## config.mk

```make
export PLATFORM = sky130hd
export DESIGN_NAME = fsp_top
export DESIGN_NICKNAME = d
export VERILOG_FILES = /design/src/fsp_clkdiv.v /design/src/fsp_dbuf.v /design/src/fsp_top.v
export VERILOG_INCLUDE_DIRS = /design/src
export SDC_FILE = /design/constraint.sdc
export NUM_CORES = 1
export LEC_CHECK = 0
export BUFFER_PORTS_ARGS = -buffer_cell sky130_fd_sc_hd__buf_4
export CAP_MARGIN = 10
export CORE_MARGIN = 2
export CORE_UTILIZATION = 55
export DETAILED_ROUTE_END_ITERATION = 10
export PLACE_DENSITY = 0.82
export RECOVER_POWER = 100
export SLEW_MARGIN = 20
export SYNTH_ARGS = -nofsm -noshare
export SYNTH_HDL_FRONTEND = slang
export SYNTH_SLANG_ARGS = --single-unit
```

## constraint.sdc

```tcl
create_clock -name hclk -period 5.8 [get_ports hclk]
set_input_delay 0.29 -clock hclk [delete_from_list [all_inputs] [get_ports hclk]]
set_output_delay 0.29 -clock hclk [all_outputs]
set_load 0.1 [all_outputs]
```

## src/fsp_defines.vh

```
`ifndef FSP_DEFINES_VH
`define FSP_DEFINES_VH
// ----------------------------------------------------------------
// register byte addresses
// ----------------------------------------------------------------
`define FSP_A_CTRL 8'h00
`define FSP_A_ROWP 8'h04
`define FSP_A_EXPO 8'h08
`define FSP_A_GAIN 8'h0c
`define FSP_A_SLOW 8'h10
`define FSP_A_PLL 8'h14
`define FSP_A_STAT 8'h18
`define FSP_A_LIVE_EXPO 8'h1c
`define FSP_A_LIVE_GAIN 8'h20
`define FSP_A_GALIGN 8'h24
// ----------------------------------------------------------------
// control fields
// ----------------------------------------------------------------
`define FSP_B_FREEZE 15
`define FSP_B_SUPPRESS 9
`define FSP_B_STREAM 2
`define FSP_B_SIX_BIT 4
`define FSP_B_GALIGN 0
`define FSP_F_VT_DIV 7:0
`define FSP_F_OP_DIV 15:8
`define FSP_F_CORE_SLOW 2:0
`define FSP_F_OP_SLOW 10:8
`define FSP_CTRL_RST 16'h0200
`define FSP_SLOW_RST 16'h0101
`define FSP_ROWP_RST 16'h0010
`define FSP_EXPO_RST 16'h0004
`define FSP_GAIN_RST 16'h0010
`define FSP_PLL_RST 16'h0101
`define FSP_ROWS_RST 16'h0008
`define FSP_DARK_ROWS 16'h0002
`endif

```

## src/fsp_clkdiv.v

```verilog
`timescale 1ns/100ps
`default_nettype none
`include "fsp_defines.vh"
// ----------------------------------------------------------------
// enable divider: one-cycle pulse every div enabled cycles
// ----------------------------------------------------------------
module fsp_clkdiv #(
   parameter W = 8
) (
   input wire hclk,
   input wire hresetn,
   input wire en,
   input wire [W-1:0] div,
   output reg tick
);
   reg [W-1:0] cnt;
   // divisor of zero treated as one so the chain never stalls
   always @(posedge hclk or negedge hresetn)
   begin
      if (!hresetn)
      begin
         cnt <= {W{1'b0}};
         tick <= 1'b0;
      end
      else if (!en)
         tick <= 1'b0;
      else if (cnt + {{(W-1){1'b0}}, 1'b1} >= div)
      begin
         cnt <= {W{1'b0}};
         tick <= 1'b1;
      end
      else
      begin
         cnt <= cnt + {{(W-1){1'b0}}, 1'b1};
         tick <= 1'b0;
      end
   end
endmodule
`default_nettype wire

```

## src/fsp_dbuf.v

```verilog
`timescale 1ns/100ps
`default_nettype none
`include "fsp_defines.vh"
// ----------------------------------------------------------------
// pending/live register pair
// ----------------------------------------------------------------
module fsp_dbuf #(
   parameter W = 16,
   parameter [W-1:0] RST = {W{1'b0}}
) (
   input wire hclk,
   input wire hresetn,
   input wire wr,
   input wire [W-1:0] wdata,
   input wire xfer,
   output reg [W-1:0] pending,
   output reg [W-1:0] live,
   output reg dirty
);
   // a write in the transfer cycle stays pending for the next start
   always @(posedge hclk or negedge hresetn)
   begin
      if (!hresetn)
      begin
         pending <= RST;
         live <= RST;
         dirty <= 1'b0;
      end
      else
      begin
         if (wr)
            pending <= wdata;
         if (xfer)
            live <= pending;
         dirty <= wr | (dirty & ~xfer);
      end
   end
endmodule
`default_nettype wire

```

## src/fsp_top.v

```verilog
`timescale 1ns/100ps
`default_nettype none
`include "fsp_defines.vh"
// ----------------------------------------------------------------
// frame-synchronised parameter update
// ----------------------------------------------------------------
module fsp_top #(
   parameter ROWS_W = 16
) (
   input wire hclk,
   input wire hresetn,
   input wire hsel,
   input wire [7:0] haddr,
   input wire [1:0] htrans,
   input wire hwrite,
   input wire [2:0] hsize,
   input wire [31:0] hwdata,
   input wire hready,
   output reg [31:0] hrdata,
   output wire hreadyout,
   output wire hresp,
   output wire frame_start,
   output reg row_valid,
   output reg frame_valid_flag,
   output wire video_timing_pixel_clock,
   output wire core_pixel_tick,
   output wire output_pixel_clock,
   output wire output_load_clock,
   output reg word_clock,
   output wire serial_clock_en,
   output reg [15:0] live_row_period,
   output reg [15:0] live_exposure,
   output reg [15:0] live_gain
);
   // ----------------------------------------------------------------
   // bus slave: zero wait states, always okay
   // ----------------------------------------------------------------
   reg wr_pend;
   reg [7:0] wr_addr;
   wire wr_en;
   wire [15:0] wd;
   assign hreadyout = 1'b1;
   assign hresp = 1'b0;
   assign wd = hwdata[15:0];
   assign wr_en = wr_pend;
   // capture the address phase of a write
   always @(posedge hclk or negedge hresetn)
   begin
      if (!hresetn)
      begin
         wr_pend <= 1'b0;
         wr_addr <= 8'h00;
      end
      else if (hready)
      begin
         wr_pend <= hsel & htrans[1] & hwrite;
         wr_addr <= haddr;
      end
   end
   // ----------------------------------------------------------------
   // immediate registers
   // ----------------------------------------------------------------
   reg [15:0] ctrl;
   reg [15:0] slow;
   reg [15:0] pll;
   reg galign;
   // non-synchronised registers take effect at once
   always @(posedge hclk or negedge hresetn)
   begin
      if (!hresetn)
      begin
         ctrl <= `FSP_CTRL_RST;
         slow <= `FSP_SLOW_RST;
         pll <= `FSP_PLL_RST;
         galign <= 1'b0;
      end
      else if (wr_en)
      begin
         case (wr_addr)
            `FSP_A_CTRL: ctrl <= wd;
            `FSP_A_SLOW: slow <= wd;
            `FSP_A_PLL: pll <= wd; // divisors meant for standby only
            `FSP_A_GALIGN: galign <= wd[`FSP_B_GALIGN];
            default: ;
         endcase
      end
   end
   wire freeze;
   wire suppress;
   wire streaming;
   assign freeze = ctrl[`FSP_B_FREEZE];
   assign suppress = ctrl[`FSP_B_SUPPRESS];
   assign streaming = ctrl[`FSP_B_STREAM];
   // ----------------------------------------------------------------
   // clock enable chain
   // ----------------------------------------------------------------
   wire vt_pre;
   wire op_pre;
   reg half;
   // video clock runs at half the pll divisor rate, only while streaming
   fsp_clkdiv #(.W(8)) u_vt (
      .hclk(hclk),
      .hresetn(hresetn),
      .en(streaming),
      .div(pll[`FSP_F_VT_DIV]),
      .tick(vt_pre)
   );
   always @(posedge hclk or negedge hresetn)
   begin
      if (!hresetn)
         half <= 1'b0;
      else if (vt_pre)
         half <= ~half;
   end
   assign video_timing_pixel_clock = vt_pre & half;
   wire [2:0] core_div;
   assign core_div = (slow[`FSP_F_CORE_SLOW] == 3'h0) ? 3'h1 : slow[`FSP_F_CORE_SLOW];
   reg [2:0] core_cnt;
   // core clock divides the video clock by the low slowdown field
   always @(posedge hclk or negedge hresetn)
   begin
      if (!hresetn)
         core_cnt <= 3'h0;
      else if (video_timing_pixel_clock)
         core_cnt <= (core_cnt + 3'h1 >= core_div) ? 3'h0 : core_cnt + 3'h1;
   end
   assign core_pixel_tick = video_timing_pixel_clock & (core_cnt + 3'h1 >= core_div);
   fsp_clkdiv #(.W(8)) u_op (
      .hclk(hclk),
      .hresetn(hresetn),
      .en(streaming),
      .div(pll[`FSP_F_OP_DIV]),
      .tick(op_pre)
   );
   assign output_pixel_clock = op_pre;
   wire [2:0] op_div;
   assign op_div = (slow[`FSP_F_OP_SLOW] == 3'h0) ? 3'h1 : slow[`FSP_F_OP_SLOW];
   reg [2:0] op_cnt;
   always @(posedge hclk or negedge hresetn)
   begin
      if (!hresetn)
         op_cnt <= 3'h0;
      else if (op_pre)
         op_cnt <= (op_cnt + 3'h1 >= op_div) ? 3'h0 : op_cnt + 3'h1;
   end
   assign output_load_clock = op_pre & (op_cnt + 3'h1 >= op_div);
   assign serial_clock_en = streaming;
   reg word_ph;
   // six-bit packing: two pixels per word, word at half speed
   always @(posedge hclk or negedge hresetn)
   begin
      if (!hresetn)
      begin
         word_ph <= 1'b0;
         word_clock <= 1'b0;
      end
      else
      begin
         if (output_load_clock)
            word_ph <= ~word_ph;
         word_clock <= output_load_clock &
            (~ctrl[`FSP_B_SIX_BIT] | word_ph);
      end
   end
   // ----------------------------------------------------------------
   // row and frame timing
   // ----------------------------------------------------------------
   reg [15:0] col_cnt;
   reg [ROWS_W-1:0] row_cnt;
   wire row_end;
   wire frame_end;
   assign row_end = core_pixel_tick &
      (col_cnt + 16'h0001 >= live_row_period); // period in core clocks
   assign frame_end = row_end & (row_cnt + {{(ROWS_W-1){1'b0}}, 1'b1} >= `FSP_ROWS_RST);
   always @(posedge hclk or negedge hresetn)
   begin
      if (!hresetn)
      begin
         col_cnt <= 16'h0000;
         row_cnt <= {ROWS_W{1'b0}};
      end
      else if (!streaming)
      begin
         col_cnt <= 16'h0000;
         row_cnt <= {ROWS_W{1'b0}};
      end
      else if (core_pixel_tick)
      begin
         col_cnt <= row_end ? 16'h0000 : col_cnt + 16'h0001;
         if (frame_end)
            row_cnt <= {ROWS_W{1'b0}};
         else if (row_end)
            row_cnt <= row_cnt + {{(ROWS_W-1){1'b0}}, 1'b1};
      end
   end
   // first dark row read at frame row zero
   assign frame_start = frame_end;
   wire xfer;
   assign xfer = frame_start & ~freeze;
   // ----------------------------------------------------------------
   // double-buffered registers
   // ----------------------------------------------------------------
   wire [15:0] rp_pend;
   wire [15:0] rp_live;
   wire rp_dirty;
   wire [15:0] ex_pend;
   wire [15:0] ex_live;
   wire ex_dirty;
   wire [15:0] gn_pend;
   wire gn_dirty;
   fsp_dbuf #(.W(16), .RST(`FSP_ROWP_RST)) u_rowp (
      .hclk(hclk),
      .hresetn(hresetn),
      .wr(wr_en & (wr_addr == `FSP_A_ROWP)),
      .wdata(wd),
      .xfer(xfer),
      .pending(rp_pend),
      .live(rp_live),
      .dirty(rp_dirty)
   );
   fsp_dbuf #(.W(16), .RST(`FSP_EXPO_RST)) u_expo (
      .hclk(hclk),
      .hresetn(hresetn),
      .wr(wr_en & (wr_addr == `FSP_A_EXPO)),
      .wdata(wd),
      .xfer(xfer),
      .pending(ex_pend),
      .live(ex_live),
      .dirty(ex_dirty)
   );
   fsp_dbuf #(.W(16), .RST(`FSP_GAIN_RST)) u_gain (
      .hclk(hclk),
      .hresetn(hresetn),
      .wr(wr_en & (wr_addr == `FSP_A_GAIN)),
      .wdata(wd),
      .xfer(xfer),
      .pending(gn_pend),
      .live(),
      .dirty(gn_dirty)
   );
   // gain stage: held one more frame when exposure moved with it and galign is clear
   reg [15:0] gain_hold;
   reg gain_hold_v;
   always @(posedge hclk or negedge hresetn)
   begin
      if (!hresetn)
      begin
         live_row_period <= `FSP_ROWP_RST;
         live_exposure <= `FSP_EXPO_RST;
         live_gain <= `FSP_GAIN_RST;
         gain_hold <= `FSP_GAIN_RST;
         gain_hold_v <= 1'b0;
      end
      else
      begin
         live_row_period <= rp_live;
         live_exposure <= ex_live;
         // release first, so a newer gain or a new hold below wins
         if (xfer & gain_hold_v)
         begin
            live_gain <= gain_hold;
            gain_hold_v <= 1'b0;
         end
         if (xfer & gn_dirty & ex_dirty & ~galign)
         begin
            gain_hold <= gn_pend;
            gain_hold_v <= 1'b1;
         end
         else if (xfer & gn_dirty)
            live_gain <= gn_pend;
      end
   end
   // ----------------------------------------------------------------
   // corrupted frame tracking and output valids
   // ----------------------------------------------------------------
   reg bad_cur;
   // row period transfer corrupts the frame it starts
   always @(posedge hclk or negedge hresetn)
   begin
      if (!hresetn)
      begin
         bad_cur <= 1'b0;
      end
      else if (frame_start)
         bad_cur <= xfer & rp_dirty & (rp_pend != rp_live);
   end
   wire mask;
   assign mask = bad_cur & suppress;
   always @(posedge hclk or negedge hresetn)
   begin
      if (!hresetn)
      begin
         row_valid <= 1'b0;
         frame_valid_flag <= 1'b0;
      end
      else
      begin
         frame_valid_flag <= streaming & ~mask &
            (row_cnt >= `FSP_DARK_ROWS);
         row_valid <= streaming & ~mask & (row_cnt >= `FSP_DARK_ROWS) &
            (col_cnt < (live_row_period >> 1));
      end
   end
   // ----------------------------------------------------------------
   // read mux: pending copies for synchronised registers
   // ----------------------------------------------------------------
   reg rd_pend;
   reg [7:0] rd_addr;
   always @(posedge hclk or negedge hresetn)
   begin
      if (!hresetn)
      begin
         rd_pend <= 1'b0;
         rd_addr <= 8'h00;
      end
      else if (hready)
      begin
         rd_pend <= hsel & htrans[1] & ~hwrite;
         rd_addr <= haddr;
      end
   end
   always @*
   begin
      hrdata = 32'h00000000;
      if (rd_pend)
      begin
         case (rd_addr)
            `FSP_A_CTRL: hrdata = {16'h0000, ctrl};
            `FSP_A_ROWP: hrdata = {16'h0000, rp_pend};
            `FSP_A_EXPO: hrdata = {16'h0000, ex_pend};
            `FSP_A_GAIN: hrdata = {16'h0000, gn_pend};
            `FSP_A_SLOW: hrdata = {16'h0000, slow};
            `FSP_A_PLL: hrdata = {16'h0000, pll};
            `FSP_A_STAT: hrdata = {29'h0, gain_hold_v, bad_cur, frame_valid_flag};
            `FSP_A_LIVE_EXPO: hrdata = {16'h0000, live_exposure};
            `FSP_A_LIVE_GAIN: hrdata = {16'h0000, live_gain};
            `FSP_A_GALIGN: hrdata = {31'h0, galign};
            default: hrdata = 32'h00000000;
         endcase
      end
   end
endmodule
`default_nettype wire

```

Yosys cells after proc, flatten, opt, wreduce, memory -nomap -nowiden --
Index checks and enable logic that the tools add are counted. W data, S select, Z words.
Cells by class: add/subtract/negate cells 6, $mul 0, divide/modulo/power cells 0, magnitude comparators 8, equal/unequal tests 12, shift operators 0, multiplexer cells 24, bitwise logic cells 38, reductions and logical operators 9
Operator list (count):
- $mux W16 | 11
- $pmux W16 S10 | 1
- $add A16 B1 Y16 const B | 2
- $eq A8 B5 Y1 const B | 4
- $and A1 B1 Y1 | 26
- $add A8 B1 Y8 const B | 2
- $eq A8 B4 Y1 const B | 2
- $eq A8 B6 Y1 const B | 2
- $ge A16 B16 Y1 | 1
- $ge A16 B2 Y1 const B | 1
- $ge A16 B4 Y1 const B | 1
- $ge A8 B8 Y1 | 2
- $lt A16 B15 Y1 | 1
- $mux W8 | 2
- $ne A16 B16 Y1 | 1
- $mux W3 | 4
- $reduce_and A2 Y1 | 5
- $eq A8 B3 Y1 const B | 1
- $logic_not A8 Y1 | 1
- $not A1 Y1 | 8
- $add A3 B1 Y3 const B | 2
- $ge A3 B3 Y1 | 2
- $logic_not A3 Y1 | 2
- $mux W1 | 6
- other kinds (4) | 7
Word-level totals: register bits after elaboration 269, latch bits 0, memory bits (writable) 0, ROM bits 0, input port bits 50, output and inout port bits 91, memories kept 0

Depth between registers and ports, before layout --
Gate-level depths: netlist of the first run.
depth after elaboration 11, mapped depth 17, gate-level depth less buffers 14

By module --
Synthesis of the first run repeated with hierarchy kept, for this count alone.
Unflattened totals: cell total of the unflattened synthesis 1171, area total of the unflattened synthesis 14189.9 sq um
By module, submodules not included:
- fsp_top | instances 1, cells an instance 824, area an instance 8804.7 sq um
- fsp_dbuf | instances 3, cells an instance 71, area an instance 1331.3 sq um
- fsp_clkdiv | instances 2, cells an instance 67, area an instance 695.7 sq um

Worst setup path after synthesis of the first run --
OpenSTA, ideal clock, no wires.
path kind reg-to-reg, start register col_cnt[0], end register bad_cur, setup time 0.125 ns, data arrival time 4.240 ns, required time 5.675 ns, path slack 1.435 ns, stages on the path, launching flop included 16, cells stage by stage dfrtp_1 > ha_1 > and3_1 > and3_1 > nand3_1 > nor2_1 > nand3_1 > xnor2_1 > ha_1 > nand4_1 > nor2_1 > a211oi_1 > nand2b_1 > clkbuf_1 > nor2_1 > mux2_2
Between the ends: cells in the longest elaborated chain, start to end 7
RTL lines:
- start, declared | RTL line fsp_top.v:168 | reg [15:0] col_cnt;
- start signal, assigned | RTL line fsp_top.v:189 | col_cnt <= row_end ? 16'h0000 : col_cnt + 16'h0001;
- $add A16 B1 Y16 * | RTL line fsp_top.v:173 | (col_cnt + 16'h0001 >= live_row_period);
- $ge A16 B16 Y1 * | RTL line fsp_top.v:173
- $and A1 B1 Y1 * | RTL line fsp_top.v:172 | assign row_end = core_pixel_tick &
- $and A1 B1 Y1 * | RTL line fsp_top.v:174 | assign frame_end = row_end & (row_cnt + {{(ROWS_W-1){1'b0}}, 1'b1} >= `FSP_ROWS_RST);
- named net frame_start | RTL line fsp_top.v:22 | output wire frame_start,
- $and A1 B1 Y1 | RTL line fsp_top.v:199 | assign xfer = frame_start & ~freeze;
- $and A1 B1 Y1 (2 in series) | RTL line fsp_top.v:285 | bad_cur <= xfer & rp_dirty & (rp_pend != rp_live);
- end signal, assigned | RTL line fsp_top.v:285
- end, declared | RTL line fsp_top.v:276 | reg bad_cur;
Mark *: on every way through the listed nets, which the timed path passes. The rest lies on a longest branch. A chain may end at the register's enable or synchronous reset.

Worst setup path in the final report of the first run --
start register col_cnt[0], end output port frame_start
Between the ends: cells in the longest elaborated chain, start to end 4
RTL lines (RTL line):
- $add A16 B1 Y16 | fsp_top.v:173
- $ge A16 B16 Y1 | fsp_top.v:173
- $and A1 B1 Y1 | fsp_top.v:172
- $and A1 B1 Y1 | fsp_top.v:174
- end, declared | fsp_top.v:22
Every way passes these cells.

==> results of run 1 <==
## what timing repair did
action	in CTS	in global routing
endpoints found under the hold margin	109	0
buffers inserted	0	0
hold buffers	18	0
## registers in the layout (all words and copies together) (netlist names), 16 cells and up
signal           count
u_rowp.pending      16
u_gain.pending      16
u_rowp.live         16
gain_hold           16
col_cnt             16
u_expo.live         16
row_cnt             16
slow                16
live_row_period     16
ctrl                16
pll                 16
u_expo.pending      16
live_gain           16
live_exposure       16
## power by group
part | switching [mW] | internal, mW
clock network | 0.782 | 1.18
registers | 0.113 | 1.97
logic | 0.281 | 0.195
## critical path, cell delays in order (launching register included)
cell	delay (ns)
sky130_fd_sc_hd__dfrtp_1	0.45
sky130_fd_sc_hd__ha_1	0.26
sky130_fd_sc_hd__and3_1	0.23
sky130_fd_sc_hd__and3_1	0.20
sky130_fd_sc_hd__nand3_1	0.16
sky130_fd_sc_hd__nor2_1	0.23
sky130_fd_sc_hd__nand3_1	0.12
sky130_fd_sc_hd__xnor2_1	0.21
sky130_fd_sc_hd__ha_1	0.28
sky130_fd_sc_hd__nand4_1	0.13
sky130_fd_sc_hd__a21oi_1	0.05
sky130_fd_sc_hd__a211oi_1	0.74
sky130_fd_sc_hd__nand2b_1	0.64
sky130_fd_sc_hd__nor2_1	0.25
sky130_fd_sc_hd__clkbuf_2	0.43
## how the worst max path moves through the flow
| stage | startpoint | slack [ns] | endpoint |
|---|---|---|---|
| final | col_cnt[0] | 0.58 | frame_start |
| after global placement | col_cnt[0] | 1.47 | gain_hold[15] |
| after detailed placement | col_cnt[0] | 1.35 | col_cnt[4] |
| after CTS | col_cnt[0] | 0.77 | frame_start |
| after floorplan | col_cnt[0] | 1.43 | bad_cur |
| after global routing | col_cnt[0] | 0.29 | frame_start |
## routing by layer
layer | routed length (microns) | global-route usage, % | up-vias | share of wire, %
li1 | - | - | 4167 | -
met1 | 13500 | 35.8 | 4809 | 42
met2 | 15700 | 43.6 | 384 | 48
met3 | 2160 | 5.45 | 89 | 6.7
met4 | 981 | 9.74 | 0 | 3.0
met5 | 0 | 0 | - | 0
## synthesized netlist by cell type, drive strengths merged, types with 13 or more instances
| cell type | number | area [sq um] |
|---|---|---|
| dfrtp | 255 | 6380 |
| ha | 59 | 738 |
| nand2b | 15 | 93.8 |
| nand3 | 27 | 135 |
| and3 | 26 | 163 |
| inv | 54 | 203 |
| nand2 | 54 | 203 |
| mux2 | 154 | 1770 |
| dfstp | 14 | 368 |
| buf | 29 | 215 |
| xnor2 | 39 | 342 |
| a21oi | 13 | 65.1 |
| nand4 | 13 | 87.6 |
| o21ai | 32 | 160 |
| o2bb2ai | 16 | 140 |
| clkbuf | 33 | 124 |
| nor2 | 29 | 109 |
| a22oi | 63 | 473 |
## stage by stage
| step | hold WS, ns | power [mW] |
|---|---|---|
| floorplan | -0.00559 | 2.43 |
| global placement | 0.325 | 2.55 |
| detailed placement | 0.322 | 2.58 |
| CTS | 0.00112 | 4.54 |
| global route | 0.0170 | 4.70 |
| finish | 0.00393 | 4.53 |
## layout make-up
| class | instances | area share, % |
|---|---|---|
| antenna | 1 | 0.0168 |
| clock buffer | 33 | 4.90 |
| clock inverter | 19 | 1.97 |
| inverter | 54 | 1.36 |
| multi-input combinational | 709 | 38.7 |
| sequential | 269 | 45.4 |
| tap | 319 | 2.68 |
| timing repair buffer | 130 | 5.01 |
## placed cells by master, fill, tap and decap left out, drive strengths merged, types with 16 or more instances in the layout
master         n
dfrtp        255
clkbuf       112
o2bb2ai       16
buf           32
nor2          29
dlygate4sd3   18
nand3         27
o21ai         32
nand2         54
and3          26
ha            59
inv           55
a22oi         63
conb          18
xnor2         39
mux2         154
## cells by family (layout without fill, tap and decap cells)
kind of cell,after synthesis,after routing,synth area share (%)
xor gates and xnor gates,50,50,3.37
muxes,157,157,13.8
adders and majority gates,59,59,5.68
AOI/OAI and AO/OA,223,223,12.7
buffers and inverters,116,236,4.17
and+or+nand+nor,202,202,8.26
other,2,19,0.0578
DFF,269,269,51.9
==> qor.txt, run 1 <==
Synth Flop Type - sky130_fd_sc_hd__dfrtp_1
Nets@finish - 1301
Ratio of total power to cell area - 304 mW/mm^2
Source-to-sink clock delay at the later pin of the worst-skew pair - 0.58 ns
CTS buffer count - 28
Die Span X - 158 microns
Req. time, crit path - 5.51 ns
Fin. Hold Viols - 0
Maximum number of pins on one net before global-route repair - 186
Max-cap check violation count - 6
Static Leak - 6.71 nW
Die outline height - 158 microns
Largest driver fanout on the critical path - 20
Final critical-path share of the clock period - 90.1%
Startpoint of the most critical register-to-register path - col_cnt[0]
Number of levels the H-tree was split into - 1
Remaining global-route overflow - 0
Row count - 56
Number of fillers in the final layout - 1771
DR WL/cell - 21.1 microns
Post-synthesis cell area - 0.0130 sq mm
Number of design rule violations left after detail routing - 0
Buffer depth of the longest clock path - 3
Combined area of the multi-input logic cells - 0.00575 sq mm
Area added between synthesis and finish - 14.4%
Worst hold start - hwdata[12]
Quantity of I/O buffers inserted on ports - 102
Flip-flop and latch count after synthesis - 269
Hold Path Stages - 2
Max Clock Freq - 0.191 GHz
Final instance area - 0.0149 sq mm
End point of the worst hold path - slow[12]
CTS tree - done
Max IR drop VDD - 0.000219 V
Number of distinct library cells after synthesis - 65
Placeable core area - 0.0233 sq mm
Num ports - 141
Setup slack after placement - 1.35 ns
Capture point of the worst reg-to-reg path - u_rowp.live[8]
Slew at the pin with the worst max-slew slack - 4.02 ns
Number of enable-type register cells in the synthesized netlist - 0
Detailed placer's ending HPWL - 21000 microns
Sequential Area - 0.00675 sq mm
Number of cells on the worst reg-to-reg path - 14
Total die area - 0.0249 sq mm
Fraction of synthesis flops using an asynchronous set or reset pin - 100%
Global-route wire length before repair - 52300 microns
Worst Setup Path Type - flip-flop to primary output
Number of global-route vias before repair - 9623
Instance count after placement with tap cells included - 1463
Final non-filler cell total - 1534
Worst path arrival time - 4.93 ns
Critical Path End Type - primary output
Vias after detailed routing - 9449
Initial antenna violation count - 2
Relative slew slack - -168%
Crit start category - flip-flop
Clock period minus final worst setup slack - 5.22 ns
Clock slew seen by the registers of the worst setup and hold paths - 0.06 ns
Post-route worst setup slack - 0.575 ns
Register area share after synthesis - 51.9%
Clock tree skew after final layout - 0.0422 ns
Global-route usage over all layers - 26.8%
Gp weighted congestion - 0.898
Number of instances resized during post-cts repair - 0
Result of the run - complete, but fails checks
Count of TritonRoute iterations in the first routing pass - 7
Clock Tree Root - sky130_fd_sc_hd__clkbuf_16
Class of the tightest hold or removal check - input pin to flip-flop
Placement Cell Area - 0.0140 sq mm
Starting utilization of the core area - 55.7%
Setup repair after global routing missed its margin - no
Synthesized instance count - 1078
Worst reg2reg setup slack - 0.87 ns
Max-slew violations - 216
Number of routed nets with antenna violations - 0
Iteration-0 DRC Markers - 908
Total of endpoints with negative setup slack in the final report - 0
Warnings, synthesis - 0
Vias/cell - 6.16
Mapped Avg Cell Area - 12.1 sq um
Post-Route Utilization - 63.7%
Failing checks - max-capacitance violations, max-slew violations
Fin Setup TNS - 0 ns
Total Wirelength - 32300 microns
Clk sink count - 269
Share of cells above drive strength 1 - 20.3%
Note: power is estimated with default switching activity, not from simulation.
==> run 2, diff against run 1 <==
--- a/config.mk
+++ b/config.mk
@@ -9,9 +9,9 @@
 export BUFFER_PORTS_ARGS = -buffer_cell sky130_fd_sc_hd__buf_4
 export CAP_MARGIN = 10
 export CORE_MARGIN = 2
-export CORE_UTILIZATION = 55
+export CORE_UTILIZATION = 25
 export DETAILED_ROUTE_END_ITERATION = 10
-export PLACE_DENSITY = 0.82
+export PLACE_DENSITY = 0.48
 export RECOVER_POWER = 100
 export SLEW_MARGIN = 20
 export SYNTH_ARGS = -nofsm -noshare
==> qor.txt, run 2 (synthesized netlist as in run 1, its figures left out) <==
Result of the run - complete, but fails checks
Failing checks - max-capacitance violations, max-slew violations
Max Clock Freq - 0.188 GHz
Placeable core area - 0.0514 sq mm
Max-slew violations - 383
Max IR drop VDD - 0.000164 V
Total of endpoints with negative setup slack in the final report - 0
CTS tree - done
Row count - 83
Clock Tree Root - sky130_fd_sc_hd__clkbuf_16
Number of design rule violations left after detail routing - 0
Iteration-0 DRC Markers - 604
Final critical-path share of the clock period - 91.7%
Worst Setup Path Type - flip-flop to flip-flop
Vias/cell - 4.78
Commonest cells after routing, fill and taps aside - sky130_fd_sc_hd__dfrtp_1 (255), sky130_fd_sc_hd__mux2_2 (145), sky130_fd_sc_hd__clkbuf_1 (68)
Crit start category - flip-flop
Req. time, crit path - 6.26 ns
Initial antenna violation count - 0
Worst path arrival time - 5.78 ns
Share of cells above drive strength 1 - 22.0%
Fin Setup TNS - 0 ns
Global-route wire length before repair - 56500 microns
Number of instances resized during post-cts repair - 0
Nets@finish - 1318
Gp weighted congestion - 0.791
Vias after detailed routing - 9161
Number of global-route vias before repair - 9461
Final instance area - 0.0155 sq mm
Slew at the pin with the worst max-slew slack - 2.75 ns
Ratio of total power to cell area - 298 mW/mm^2
Global-route usage over all layers - 13.4%
Source-to-sink clock delay at the later pin of the worst-skew pair - 0.59 ns
Area added between synthesis and finish - 19.1%
Buffer depth of the longest clock path - 3
Total Wirelength - 35900 microns
Maximum number of pins on one net before global-route repair - 100
Quantity of I/O buffers inserted on ports - 102
Relative slew slack - -84.6%
Max-cap check violation count - 8
Clk sink count - 269
Critical Path End Type - flip-flop
Die outline height - 232 microns
Class of the tightest hold or removal check - input pin to flip-flop
Die Span X - 232 microns
Remaining global-route overflow - 0
Count of TritonRoute iterations in the first routing pass - 5
Leading cell type in the layout, fill and taps excluded - sky130_fd_sc_hd__dfrtp_1
Total die area - 0.0538 sq mm
Starting utilization of the core area - 25.3%
Fin. Hold Viols - 0
Static Leak - 6.85 nW
Detailed placer's ending HPWL - 24900 microns
Clock period minus final worst setup slack - 5.32 ns
Setup repair after global routing missed its margin - no
Clock tree skew after final layout - 0.0291 ns
Placement Cell Area - 0.0145 sq mm
Num ports - 141
DR WL/cell - 18.8 microns
Number of routed nets with antenna violations - 0
Clock slew seen by the registers of the worst setup and hold paths - 0.07 ns
Number of levels the H-tree was split into - 1
Largest driver fanout on the critical path - 10
CTS buffer count - 31
[run 2: worst max-delay path: stages, from the launching register on]
cell and delay [ns]:
sky130_fd_sc_hd__dfrtp_1 0.46, sky130_fd_sc_hd__ha_1 0.27, sky130_fd_sc_hd__and3_1 0.24, sky130_fd_sc_hd__and3_1 0.20
sky130_fd_sc_hd__nand3_1 0.17, sky130_fd_sc_hd__nor2_1 0.26, sky130_fd_sc_hd__nand3_1 0.12, sky130_fd_sc_hd__xnor2_1 0.16
sky130_fd_sc_hd__ha_1 0.30, sky130_fd_sc_hd__nand4_1 0.14, sky130_fd_sc_hd__nor2_1 0.13, sky130_fd_sc_hd__a211oi_1 0.19
sky130_fd_sc_hd__a2111o_1 0.56, sky130_fd_sc_hd__nor4bb_1 1.25, sky130_fd_sc_hd__buf_4 0.40, sky130_fd_sc_hd__mux2_1 0.35
[run 2: repair_timing]
| item | CTS | global route |
|---|---|---|
| setup buffers | 0 | 0 |
| endpoints found under the hold margin | 173 | 0 |
| hold buffers | 28 | 0 |
| endpoints found under the setup margin | 0 | 0 |
[run 2: power breakdown]
| part | internal, mW | switching [mW] |
|---|---|---|
| sequential | 1.98 | 0.111 |
| combinational | 0.198 | 0.280 |
| clock | 1.22 | 0.822 |
[run 2: through the flow]
step / hold WS [ns] / setup slack [ns] / total power [mW] / utilization [%] / std cells
CTS: 0.00266 / 0.647 / 4.68 / 30.8 / 1914
floorplan: -0.00559 / 1.43 / 2.43 / - / 1094
global placement: 0.352 / 1.20 / 2.58 / 28.2 / 1828
detailed placement: 0.357 / 1.20 / 2.59 / 28.2 / 1828
global route: 0.00861 / 0.168 / 4.84 / 30.1 / 1914
finish: 0.0196 / 0.480 / 4.61 / 30.1 / 1915
[run 2: path summary, 6_finish.rpt]
check,start,end,slack [ns],cells after the start
setup / recovery,col_cnt[0],gain_hold[11],0.48,15
min in group asynchronous,hresetn,u_expo.pending[15],1.05,2
hold reg to reg,u_expo.live[2],live_exposure[2],0.37,0
hold / removal,hwdata[2],u_gain.pending[2],0.02,2
max in group asynchronous,hresetn,slow[1],1.63,3
setup reg to reg,col_cnt[0],gain_hold[11],0.48,15
[run 2: area by class of cell]
class / count / area [sq um]
clock buffers: 46 / 912
inverters: 54 / 203
fillers: 5267 / 35900
multi-input cells: 709 / 5740
clock inverters: 12 / 159
well taps: 680 / 851
flip-flops and latches: 269 / 6750
repair buffers: 144 / 870
diodes: 1 / 2.50
[run 2: layer usage]
metal,wire [microns],GRT usage (%),vias up
li1,-,-,4211
met1,17300,19.0,4716
met2,16600,21.5,193
met3,1380,2.01,41
met4,617,3.08,0
met5,0,0,-
